[config.mk]
export PLATFORM = sky130hd
export DESIGN_NAME = ipsec_esp_pdb_option_handler_flat
export DESIGN_NICKNAME = d
export VERILOG_FILES = /design/src/rtl/ipsec_opt_pkg.sv /design/src/rtl/ipsec_opt_if.sv /design/src/rtl/seq_advance.sv /design/src/rtl/ipsec_esp_pdb_option_handler.sv /design/src/flat_wrapper.sv
export SDC_FILE = /design/constraint.sdc
export NUM_CORES = 1
export LEC_CHECK = 0
export ABC_AREA = 1
export BUFFER_PORTS_ARGS = -buffer_cell sky130_fd_sc_hd__buf_2
export CAP_MARGIN = 10
export CORE_MARGIN = 4
export CORE_UTILIZATION = 38
export DETAILED_ROUTE_END_ITERATION = 12
export SYNTH_ARGS = -nofsm -noshare
export SYNTH_HDL_FRONTEND = slang
export SYNTH_HIERARCHICAL = 1
export SYNTH_SLANG_ARGS = --single-unit
[constraint.sdc]
create_clock -name clk -period 12.3 [get_ports clk]
set_clock_uncertainty 0.15 [all_clocks]
set_input_delay 2.46 -clock clk [delete_from_list [all_inputs] [get_ports clk]]
set_output_delay 2.46 -clock clk [all_outputs]
set_load 0.05 [all_outputs]
[src/rtl/ipsec_opt_pkg.sv]
package ipsec_opt_pkg;
	// options byte, both directions
	localparam int OPT_TUNNEL = 0;
	localparam int OPT_IPV6 = 1;
	localparam int OPT_ESN = 4;
	// options byte, encapsulation
	localparam int ENC_PREPEND = 2;
	localparam int ENC_HDR_PDB = 3;
	localparam int ENC_IV_RNG = 5;
	localparam int ENC_CKSM = 7;
	// options byte, decapsulation
	localparam int DEC_LEN_ADJ = 2;
	localparam int DEC_PDU_ONLY = 3;
	localparam int DEC_CKSM = 5;
	localparam int DEC_WIN_LSB = 6;
	// header-manipulation field bits and reserved bits 27:24 within word 0
	localparam int HMO_ROLL_OR_DSC = 28;
	localparam int HMO_HOP_COUNT_DECREMENT = 29;
	localparam int HMO_DFC_OR_DFV = 30;
	localparam int HMO_RSV_OR_ODF = 31;
	localparam int W0_RSV_LSB = 24;
	localparam int W0_RSV_MSB = 27;
	// replay window sizes
	localparam logic [7:0] WIN_NONE = 8'h00;
	localparam logic [7:0] WIN_32 = 8'h20;
	localparam logic [7:0] WIN_64 = 8'h40;
	localparam logic [7:0] WIN_128 = 8'h80;
	// pad length byte plus next-header byte
	localparam logic [15:0] TRAILER_FIXED = 16'h0002;
	localparam logic [15:0] DF_MASK = 16'h4000;
	// controller register byte offsets
	localparam logic [7:0] REG_CTRL = 8'h00;
	localparam logic [7:0] REG_STATUS = 8'h04;
	localparam logic [7:0] REG_PDB0 = 8'h08;
	localparam logic [7:0] REG_HI_SEQ = 8'h0C;
	localparam logic [7:0] REG_LO_SEQ = 8'h10;
	localparam logic [7:0] REG_FRAME_SEQ = 8'h14;
	localparam logic [7:0] REG_HDR = 8'h18;
	localparam logic [7:0] REG_CKSUM = 8'h1C;
	localparam logic [7:0] REG_FRAME = 8'h20;
	localparam logic [7:0] REG_RES_HDR = 8'h24;
	localparam logic [7:0] REG_RES_LEN = 8'h28;
	localparam logic [7:0] REG_STEER = 8'h2C;
	localparam logic [7:0] REG_SCORE0 = 8'h30;
	localparam int SCORE_WORDS = 4;

	typedef enum logic [1:0] {ERR_NONE, ERR_PDB, ERR_SEQ, ERR_TTL} err_t;

	typedef struct packed {
		logic icvHighSeq;
		logic omitHighSeq;
		logic hdrFromPdb;
		logic prependHdr;
		logic ipv6;
		logic tunnel;
		logic ivFromRng;
		logic cksumOn;
		logic pduOnly;
		logic lenAdjust;
		logic dfCopied;
		logic dfForced;
	} steer_t;
endpackage

[src/rtl/ipsec_opt_if.sv]
`timescale 1ns/1ps
`default_nettype none
interface ipsec_opt_if;
	logic start;
	logic encap;
	logic [31:0] pdbWord0;
	logic [31:0] highSeq;
	logic [31:0] lowSeq;
	logic [31:0] frameSeq;
	logic [7:0] ttlIn;
	logic dfInner;
	logic dfHdr;
	logic [15:0] cksumIn;
	logic [7:0] hdrLen;
	logic [15:0] frameLen;
	logic [7:0] padLen;
	logic busy;
	logic done;
	ipsec_opt_pkg::err_t err;
	logic seqWrite;
	logic [31:0] highSeqOut;
	logic [31:0] lowSeqOut;
	logic [7:0] ttlOut;
	logic dfOut;
	logic [15:0] cksumOut;
	logic [15:0] outLen;
	logic [7:0] winSize;
	ipsec_opt_pkg::steer_t steer;
	modport dev(input start, encap, pdbWord0, highSeq, lowSeq, frameSeq, ttlIn, dfInner,
		dfHdr, cksumIn, hdrLen, frameLen, padLen, output busy, done, err, seqWrite,
		highSeqOut, lowSeqOut, ttlOut, dfOut, cksumOut, outLen, winSize, steer);
	modport ctl(output start, encap, pdbWord0, highSeq, lowSeq, frameSeq, ttlIn, dfInner,
		dfHdr, cksumIn, hdrLen, frameLen, padLen, input busy, done, err, seqWrite,
		highSeqOut, lowSeqOut, ttlOut, dfOut, cksumOut, outLen, winSize, steer);
endinterface
`default_nettype wire

[src/rtl/seq_advance.sv]
`timescale 1ns/1ps
`default_nettype none
module seq_advance #(
	parameter int W = 32
) (
	input wire logic [W-1:0] lowIn,
	input wire logic [W-1:0] highIn,
	input wire logic useHigh,
	output logic [W-1:0] lowOut,
	output logic [W-1:0] highOut,
	output logic wrap
);
	logic [W:0] lowSum;
	logic [W:0] highSum;

	// the high word only counts when it extends the sequence
	assign lowSum = {1'b0, lowIn} + {{W{1'b0}}, 1'b1};
	assign highSum = {1'b0, highIn} + {{W{1'b0}}, lowSum[W]};
	assign lowOut = lowSum[W-1:0];
	assign highOut = useHigh ? highSum[W-1:0] : highIn;
	assign wrap = useHigh ? highSum[W] : lowSum[W];
endmodule
`default_nettype wire

[src/rtl/ipsec_esp_pdb_option_handler.sv]
`timescale 1ns/1ps
`default_nettype none
module ipsec_esp_pdb_option_handler (
	input wire logic clk,
	input wire logic rstn,
	ipsec_opt_if.dev link,
	output ipsec_opt_pkg::steer_t pathSteer,
	output logic [7:0] pathWin
);
	import ipsec_opt_pkg::*;

	typedef enum logic [1:0] {IDLE, EVAL} st_t;

	typedef struct packed {
		st_t st;
		logic encap;
		logic [31:0] w0;
		logic [31:0] hi;
		logic [31:0] lo;
		logic [31:0] fseq;
		logic [7:0] ttl;
		logic dfInner;
		logic dfHdr;
		logic [15:0] ck;
		logic [7:0] hl;
		logic [15:0] flen;
		logic [7:0] pad;
		logic done;
		err_t err;
		logic seqWr;
		logic [31:0] hiOut;
		logic [31:0] loOut;
		logic [7:0] ttlOut;
		logic dfOut;
		logic [15:0] ckOut;
		logic [15:0] lenOut;
		logic [7:0] win;
		steer_t steer;
	} state_t;

	state_t s_r;
	state_t s_nxt;

	// ----------------------------------------------------------------
	// checksum helper
	// ----------------------------------------------------------------
	// incremental one's-complement update for a changed 16-bit header word;
	// avoids re-reading the whole header from memory
	function automatic logic [15:0] csAdj(input logic [15:0] hc, input logic [15:0] oldW,
		input logic [15:0] newW);
		logic [17:0] sum;
		sum = {2'b00, ~hc} + {2'b00, ~oldW} + {2'b00, newW};
		sum = {2'b00, sum[15:0]} + {16'h0000, sum[17:16]};
		sum = {2'b00, sum[15:0]} + {16'h0000, sum[17:16]};
		return ~sum[15:0];
	endfunction

	// ----------------------------------------------------------------
	// option decode
	// ----------------------------------------------------------------
	logic [7:0] opt;
	logic [3:0] header_manipulation_field;
	logic enc;
	logic esnOn;
	logic ipv6;
	logic tunnel;
	logic dfcOk;
	logic pdbErr;
	logic ttlErr;
	logic seqErr;
	err_t errNow;
	logic [31:0] loInc;
	logic [31:0] hiInc;
	logic wrap;
	logic [7:0] ttlNew;
	logic dfNew;
	logic csOn;
	logic [15:0] ckTtl;
	logic [15:0] ckDf;
	logic [15:0] lenNow;
	logic [7:0] winNow;
	steer_t steerNow;

	assign opt = s_r.w0[7:0];
	assign header_manipulation_field = s_r.w0[31:28];
	assign enc = s_r.encap;
	assign esnOn = opt[OPT_ESN];
	assign ipv6 = opt[OPT_IPV6];
	assign tunnel = opt[OPT_TUNNEL];

	// DF copy is only meaningful on an IPv4 tunnel outer header from the block
	assign dfcOk = !ipv6 && tunnel && opt[ENC_HDR_PDB] && opt[ENC_PREPEND];

	always_comb begin
		pdbErr = 1'b0;
		if (enc) begin
			if (header_manipulation_field[HMO_RSV_OR_ODF - 28] || (|s_r.w0[W0_RSV_MSB:W0_RSV_LSB])) begin
				pdbErr = 1'b1;
			end
			if (header_manipulation_field[HMO_DFC_OR_DFV - 28] && !dfcOk) begin
				pdbErr = 1'b1;
			end
			// a prepended header must be a whole number of words
			if (opt[ENC_PREPEND] && (s_r.hl == 8'h00 || s_r.hl[1:0] != 2'b00)) begin
				pdbErr = 1'b1;
			end
		end else if (opt[DEC_LEN_ADJ] && !opt[DEC_PDU_ONLY]) begin
			pdbErr = 1'b1;
		end
	end

	assign ttlErr = header_manipulation_field[HMO_HOP_COUNT_DECREMENT - 28] && s_r.ttl == 8'h00;

	// sequence advance; the high word joins the count only with EXTENDED_SEQ_ENABLE set
	seq_advance #(
		.W(32)
	) u_seq (
		.lowIn(s_r.lo),
		.highIn(s_r.hi),
		.useHigh(esnOn),
		.lowOut(loInc),
		.highOut(hiInc),
		.wrap(wrap)
	);

	assign seqErr = enc && wrap && !header_manipulation_field[HMO_ROLL_OR_DSC - 28];

	// block errors outrank header errors, which outrank sequence errors
	always_comb begin
		if (pdbErr) begin
			errNow = ERR_PDB;
		end else if (ttlErr) begin
			errNow = ERR_TTL;
		end else if (seqErr) begin
			errNow = ERR_SEQ;
		end else begin
			errNow = ERR_NONE;
		end
	end

	// ----------------------------------------------------------------
	// header edits
	// ----------------------------------------------------------------
	assign ttlNew = header_manipulation_field[HMO_HOP_COUNT_DECREMENT - 28] ? s_r.ttl - 8'h01 : s_r.ttl;

	always_comb begin
		dfNew = s_r.dfHdr;
		if (enc && header_manipulation_field[HMO_DFC_OR_DFV - 28]) begin
			dfNew = s_r.dfInner;
		end else if (!enc && !ipv6 && header_manipulation_field[HMO_RSV_OR_ODF - 28]) begin
			dfNew = header_manipulation_field[HMO_DFC_OR_DFV - 28];
		end
	end

	// on IPv4 the TTL always carries its checksum fix; other edits follow the option bit
	assign csOn = enc ? opt[ENC_CKSM] : opt[DEC_CKSM];
	assign ckTtl = (!ipv6 && header_manipulation_field[HMO_HOP_COUNT_DECREMENT - 28]) ?
		csAdj(s_r.ck, {s_r.ttl, 8'h00}, {ttlNew, 8'h00}) : s_r.ck;
	assign ckDf = (!ipv6 && csOn) ?
		csAdj(ckTtl, s_r.dfHdr ? DF_MASK : 16'h0000, dfNew ? DF_MASK : 16'h0000) : ckTtl;

	assign lenNow = (!enc && opt[DEC_LEN_ADJ]) ?
		16'(s_r.flen - {8'h00, s_r.pad} - TRAILER_FIXED) : s_r.flen;

	always_comb begin
		winNow = WIN_NONE;
		if (!enc) begin
			unique case (opt[DEC_WIN_LSB +: 2])
			2'b00: winNow = WIN_NONE;
			2'b01: winNow = WIN_32;
			2'b10: winNow = WIN_128;
			2'b11: winNow = WIN_64;
			endcase
		end
	end

	always_comb begin
		steerNow = '0;
		steerNow.ipv6 = ipv6;
		steerNow.tunnel = tunnel;
		steerNow.icvHighSeq = esnOn;
		steerNow.cksumOn = csOn;
		if (enc) begin
			steerNow.omitHighSeq = esnOn;
			steerNow.hdrFromPdb = opt[ENC_HDR_PDB];
			steerNow.prependHdr = opt[ENC_PREPEND];
			steerNow.ivFromRng = opt[ENC_IV_RNG];
			steerNow.dfCopied = header_manipulation_field[HMO_DFC_OR_DFV - 28];
		end else begin
			steerNow.omitHighSeq = 1'b1;
			steerNow.pduOnly = opt[DEC_PDU_ONLY];
			steerNow.lenAdjust = opt[DEC_LEN_ADJ];
			steerNow.dfForced = !ipv6 && header_manipulation_field[HMO_RSV_OR_ODF - 28];
		end
	end

	// ----------------------------------------------------------------
	// sequencing
	// ----------------------------------------------------------------
	always_comb begin
		s_nxt = s_r;
		s_nxt.done = 1'b0;
		unique case (s_r.st)
		IDLE: begin
			if (link.start) begin
				s_nxt.st = EVAL;
				s_nxt.encap = link.encap;
				s_nxt.w0 = link.pdbWord0;
				s_nxt.hi = link.highSeq;
				s_nxt.lo = link.lowSeq;
				s_nxt.fseq = link.frameSeq;
				s_nxt.ttl = link.ttlIn;
				s_nxt.dfInner = link.dfInner;
				s_nxt.dfHdr = link.dfHdr;
				s_nxt.ck = link.cksumIn;
				s_nxt.hl = link.hdrLen;
				s_nxt.flen = link.frameLen;
				s_nxt.pad = link.padLen;
				s_nxt.seqWr = 1'b0;
			end
		end
		EVAL: begin
			s_nxt.st = IDLE;
			s_nxt.done = 1'b1;
			s_nxt.err = errNow;
			s_nxt.steer = steerNow;
			s_nxt.win = winNow;
			if (errNow == ERR_NONE) begin
				s_nxt.ttlOut = ttlNew;
				s_nxt.dfOut = dfNew;
				s_nxt.ckOut = ckDf;
				s_nxt.lenOut = lenNow;
				if (enc) begin
					s_nxt.seqWr = 1'b1;
					s_nxt.loOut = loInc;
					s_nxt.hiOut = hiInc;
				end else begin
					// suite words 1 and 2 never reach this block
					s_nxt.loOut = s_r.fseq;
					s_nxt.hiOut = esnOn ? s_r.hi : 32'h0000_0000;
				end
			end else begin
				// header left untouched and nothing written back
				s_nxt.seqWr = 1'b0;
				s_nxt.ttlOut = s_r.ttl;
				s_nxt.dfOut = s_r.dfHdr;
				s_nxt.ckOut = s_r.ck;
				s_nxt.lenOut = s_r.flen;
				s_nxt.loOut = s_r.lo;
				s_nxt.hiOut = s_r.hi;
			end
		end
		endcase
	end

	always_ff @(posedge clk) begin
		if (!rstn) begin
			s_r <= '0;
		end else begin
			s_r <= s_nxt;
		end
	end

	// ----------------------------------------------------------------
	// outputs
	// ----------------------------------------------------------------
	assign link.busy = s_r.st != IDLE;
	assign link.done = s_r.done;
	assign link.err = s_r.err;
	assign link.seqWrite = s_r.seqWr;
	assign link.highSeqOut = s_r.hiOut;
	assign link.lowSeqOut = s_r.loOut;
	assign link.ttlOut = s_r.ttlOut;
	assign link.dfOut = s_r.dfOut;
	assign link.cksumOut = s_r.ckOut;
	assign link.outLen = s_r.lenOut;
	assign link.winSize = s_r.win;
	assign link.steer = s_r.steer;
	assign pathSteer = s_r.steer;
	assign pathWin = s_r.win;
endmodule
`default_nettype wire

[src/flat_wrapper.sv]
// flat-port wrapper written by rule: the top's interface ports become plain ports
module ipsec_esp_pdb_option_handler_flat import ipsec_opt_pkg::*;
  (clk, rstn, pathSteer, pathWin, link_start, link_encap, link_pdbWord0, link_highSeq, link_lowSeq, link_frameSeq, link_ttlIn, link_dfInner, link_dfHdr, link_cksumIn, link_hdrLen, link_frameLen, link_padLen, link_busy, link_done, link_err, link_seqWrite, link_highSeqOut, link_lowSeqOut, link_ttlOut, link_dfOut, link_cksumOut, link_outLen, link_winSize, link_steer);
  ipsec_opt_if link_i ();
  input wire logic clk;
  input wire logic rstn;
  output ipsec_opt_pkg::steer_t pathSteer;
  output logic [7:0] pathWin;
  input wire logic [$bits(link_i.start)-1:0] link_start;
  input wire logic [$bits(link_i.encap)-1:0] link_encap;
  input wire logic [$bits(link_i.pdbWord0)-1:0] link_pdbWord0;
  input wire logic [$bits(link_i.highSeq)-1:0] link_highSeq;
  input wire logic [$bits(link_i.lowSeq)-1:0] link_lowSeq;
  input wire logic [$bits(link_i.frameSeq)-1:0] link_frameSeq;
  input wire logic [$bits(link_i.ttlIn)-1:0] link_ttlIn;
  input wire logic [$bits(link_i.dfInner)-1:0] link_dfInner;
  input wire logic [$bits(link_i.dfHdr)-1:0] link_dfHdr;
  input wire logic [$bits(link_i.cksumIn)-1:0] link_cksumIn;
  input wire logic [$bits(link_i.hdrLen)-1:0] link_hdrLen;
  input wire logic [$bits(link_i.frameLen)-1:0] link_frameLen;
  input wire logic [$bits(link_i.padLen)-1:0] link_padLen;
  output wire logic [$bits(link_i.busy)-1:0] link_busy;
  output wire logic [$bits(link_i.done)-1:0] link_done;
  output wire logic [$bits(link_i.err)-1:0] link_err;
  output wire logic [$bits(link_i.seqWrite)-1:0] link_seqWrite;
  output wire logic [$bits(link_i.highSeqOut)-1:0] link_highSeqOut;
  output wire logic [$bits(link_i.lowSeqOut)-1:0] link_lowSeqOut;
  output wire logic [$bits(link_i.ttlOut)-1:0] link_ttlOut;
  output wire logic [$bits(link_i.dfOut)-1:0] link_dfOut;
  output wire logic [$bits(link_i.cksumOut)-1:0] link_cksumOut;
  output wire logic [$bits(link_i.outLen)-1:0] link_outLen;
  output wire logic [$bits(link_i.winSize)-1:0] link_winSize;
  output wire logic [$bits(link_i.steer)-1:0] link_steer;
  assign link_i.start = link_start;
  assign link_i.encap = link_encap;
  assign link_i.pdbWord0 = link_pdbWord0;
  assign link_i.highSeq = link_highSeq;
  assign link_i.lowSeq = link_lowSeq;
  assign link_i.frameSeq = link_frameSeq;
  assign link_i.ttlIn = link_ttlIn;
  assign link_i.dfInner = link_dfInner;
  assign link_i.dfHdr = link_dfHdr;
  assign link_i.cksumIn = link_cksumIn;
  assign link_i.hdrLen = link_hdrLen;
  assign link_i.frameLen = link_frameLen;
  assign link_i.padLen = link_padLen;
  assign link_busy = link_i.busy;
  assign link_done = link_i.done;
  assign link_err = link_i.err;
  assign link_seqWrite = link_i.seqWrite;
  assign link_highSeqOut = link_i.highSeqOut;
  assign link_lowSeqOut = link_i.lowSeqOut;
  assign link_ttlOut = link_i.ttlOut;
  assign link_dfOut = link_i.dfOut;
  assign link_cksumOut = link_i.cksumOut;
  assign link_outLen = link_i.outLen;
  assign link_winSize = link_i.winSize;
  assign link_steer = link_i.steer;
  ipsec_esp_pdb_option_handler u_core (.clk(clk), .rstn(rstn), .link(link_i), .pathSteer(pathSteer), .pathWin(pathWin));
endmodule
==> reports/qor.csv <==
stage,metric,value,unit
layout,number of nets in the layout,3246,
global_route,vias in the first global route,18006,
power_and_ir_drop,PwrDens,160.1,nW/µm²
detailed_routing,Pre-antenna DRT Iters,6,
die,I/O Pins,340,
critical_path,Worst EP required,12.63,ns
die,Die W,231.5,µm
detailed_routing,Post-Route WL,65660,µm
run_status,status,"finished, final reports clean",
die,die area,53610,µm²
yosys,"Warnings, synthesis",6,
power_and_ir_drop,NetSw,1.385,mW
layout,synthesis-to-layout area growth,12.80,%
timing,Max-slew headroom,20.58,%
placement,placed cells,3602,
power_and_ir_drop,Clk pwr share,31.5,%
critical_path,reg-to-reg setup timing slack,0.77,ns
run,max-cap check violation count,0,
clocking,CTS H-tree depth,2,
global_route,initial antenna violation count,8,
power_and_ir_drop,Leak,10.17,nW
clocking,CTS root buf,clkbuf_16,
yosys,synthesized flop and latch total,296,
clocking,worst skew pair latency,0.56,ns
global_route,"Remaining Overflow, GRT",0,
power_and_ir_drop,internal power,2.043,mW
min_path,Hold WC Path Type,reg -> reg,
timing,setup TNS,0,ns
critical_path,Crit-path slowest cell,fa_2,
layout,Final Instance Area,21420,µm²
detailed_routing,antenna-violating nets left,0,
power_and_ir_drop,combinational share of power,36.8,%
yosys,Syn Inst Count,2866,
critical_path,CP endpoint kind,flop,
die,die height,231.5,µm
detailed_routing,WL per Instance,17.87,µm
clocking,Clock Tree Buf Depth,3,
timing,period utilisation layout,93.72,%
global_route,largest net degree at the start of global routing,86,
detailed_routing,1st-iter DRT viols,1308,
timing,Max Transition Viols Final,0,
layout,Post-Layout Cell Count,3675,
yosys,"EDFF count, synth",0,
clocking,clk slew on worst S/H paths,0.06,ns
power_and_ir_drop,Design Power,3.428,mW
global_route,first-pass GRT wire length,100300,µm
yosys,ys async rst share,0,%
yosys,Post-synth top flop,dfxtp_1,
critical_path,CP max FO,5,
global_route,Total GRT Usage,23.43,%
critical_path,delay of the slowest cell on the worst path,0.57,ns
placement,routability congestion estimate,0.9560,
timing,endpoints failing hold,0,
clocking,clk sink count,296,
critical_path,critical path type,reg -> reg,
power_and_ir_drop,Switching Fraction,40.41,%
critical_path,CP Launch Type,flop,
timing,fmax,0.08675,GHz
detailed_routing,wire length on met3,4920,µm
placement,Port Buffers,313,
yosys,post-synthesis sequential area ratio,31.21,%
critical_path,cell with the most instances on the worst path,nand2_1,
detailed_routing,via count,19047,
die,Core Rows,81,
yosys,"Cell Area, Synth",18990,µm²
timing,Least-Margin Pin Slew,1.190,ns
layout,layout cell share with drive strength beyond 1,17.65,%
timing,final setup fails,0,
detailed_routing,WL met2,29860,µm
yosys,synth unique cells,52,
detailed_routing,DR vias/cell,5.183,
die,Initial Utilization,38.63,%
placement,Post-DP HPWL,48240,µm
die,area of the core,49150,µm²
power_and_ir_drop,Reg power frac,31.7,%
detailed_routing,M1 WL,29120,µm
placement,Post-DP Area,20010,µm²
power_and_ir_drop,Max VDD drop,0.08693,mV
clocking,CTS Buf Count,37,
layout,fillcell total,5171,
yosys,Avg Inst Size Synth,6.625,µm²
clocking,TritonCTS clock tree,yes,
detailed_routing,DRC Markers,0,
timing,Period minus WS final,11.53,ns
critical_path,CP arrival,11.86,ns
detailed_routing,Top Layer Used,met5,
[registers in the layout (all words and copies together) (netlist names)]
| register | count |
|---|---|
| u_core/opt | 6 |
| u_core/esnOn | 1 |
| u_core/s_r | 159 |
| u_core/enc | 1 |
| u_core/link.winSize | 3 |
| u_core/link.steer | 12 |
| u_core/header_manipulation_field | 4 |
| u_core/link.seqWrite | 1 |
| u_core/link.outLen | 16 |
| u_core/link.err | 2 |
| u_core/link.cksumOut | 16 |
| u_core/link.lowSeqOut | 32 |
| u_core/ipv6 | 1 |
| u_core/link.done | 1 |
| u_core/link.ttlOut | 8 |
| u_core/link.highSeqOut | 32 |
| u_core/link.dfOut | 1 |
[path summary, 6_finish.rpt]
kind,start,endpoint,depth (start not counted)
setup / recovery,u_core/s_r[179],u_core/link.cksumOut[14],71
hold / removal,u_core/link.lowSeqOut[20],u_core/link.lowSeqOut[20],2
setup reg to reg,u_core/s_r[179],u_core/link.cksumOut[14],71
hold reg to reg,u_core/link.lowSeqOut[20],u_core/link.lowSeqOut[20],2
[cells in the mapped netlist (43+ instances only)]
cell type  number  share of area, %
o211ai_1       44               1.7
nor2_1        379               7.5
inv_1         279               5.5
buf_4         151               6.0
ha_1           59               3.9
xor2_1         43               2.0
dfxtp_1       296                31
o21ai_0       275               7.2
nand3_1       194               5.1
nand2_1       608                12
a21oi_1       126               3.3
clkbuf_1      112               2.2
[layout by cell type, fill, tap and decap left out, drive strengths merged, types with 2 or more instances in the layout]
| cell | count |
|---|---|
| buf | 340 |
| a32o | 6 |
| diode | 3 |
| nor3 | 33 |
| xnor2 | 24 |
| a32oi | 31 |
| nor2 | 410 |
| a31oi | 5 |
| fa | 13 |
| o211ai | 44 |
| o221ai | 6 |
| nand3 | 205 |
| o21bai | 5 |
| clkbuf | 52 |
| a21oi | 128 |
| ha | 59 |
| clkinv | 8 |
| o21a | 3 |
| dfxtp | 296 |
| a2111oi | 2 |
| inv | 298 |
| xor2 | 45 |
| a21o | 2 |
| bufinv | 2 |
| a21boi | 2 |
| conb | 10 |
| nand2 | 631 |
| nand3b | 8 |
| nor4 | 5 |
| o31ai | 4 |
| o21ai | 283 |
| nand4 | 40 |
[final cells by class]
cell class | instances | area [µm²] | share of cell area [%]
Clock buffer | 52 | 1044 | 4.872
Antenna cell | 3 | 7.507 | 0.03505
Timing Repair Buffer | 340 | 1772 | 8.272
Sequential cell | 296 | 5928 | 27.68
Multi-Input combinational cell | 2011 | 10570 | 49.37
Tap cell | 664 | 830.8 | 3.879
Clock inverter | 11 | 140.1 | 0.6542
Inverter | 298 | 1124 | 5.246
[through the flow]
step | hold WS (ns) | util, % | worst slack (ns)
after floorplan | 0.2683 | - | 2.437
after global placement | 0.2744 | 40.72 | 0.5108
after detailed placement | 0.2862 | 40.72 | 0.2265
after CTS | 0.2934 | 43.12 | 0.1647
after global routing | 0.3144 | 43.57 | -0.05515
final | 0.2967 | 43.58 | 0.7720
[logic make-up after synthesis]
kind of cell / Yosys count / synth area share, %
other: 1 / 0.01975
AND/OR/NAND/NOR: 1335 / 30.26
XOR/XNOR: 69 / 3.301
buffers and inverters: 568 / 14.23
multiplexers: 1 / 0.05930
AO/OA/AOI/OAI: 524 / 15.66
adder cells (fa/ha/maj): 72 / 5.258
flip-flops: 296 / 31.21
[power groups by stage]
stage / Clock [mW] / Sequential (mW) / Combinational, mW
5_1_grt: 1.15 / 1.09 / 1.41
2_1_floorplan: 0 / 1.09 / 0.935
3_3_place_gp: 0 / 1.10 / 1.19
3_5_place_dp: 0 / 1.11 / 1.21
4_1_cts: 1.11 / 1.09 / 1.21
6_report: 1.08 / 1.09 / 1.26
[critical path: cells and delay by family, from the launching register on]
| kind | cells | cell delay, ns |
|---|---|---|
| xor gates and xnor gates | 3 | 0.81 |
| AOI/OAI and AO/OA | 6 | 0.69 |
| buffers and inverters | 7 | 0.54 |
| and+or+nand+nor | 43 | 5.66 |
| DFF | 1 | 0.34 |
| adders and majority gates | 12 | 3.28 |
[routing by layer]
metal  track usage, %  vias up
li1                 -     9431
met1            31.22     8862
met2            38.41      640
met3            5.052      106
met4            6.538        8
met5                0        -
[repair_timing]
| item | 4_1_cts | 5_1_grt |
|---|---|---|
| gates resized for setup | 0 | 43 |
| hold buffers | 0 | 0 |
| setup endpoints to repair | 0 | 15 |
| setup buffers | 0 | 7 |
Note: power is estimated with default switching activity, not from simulation.
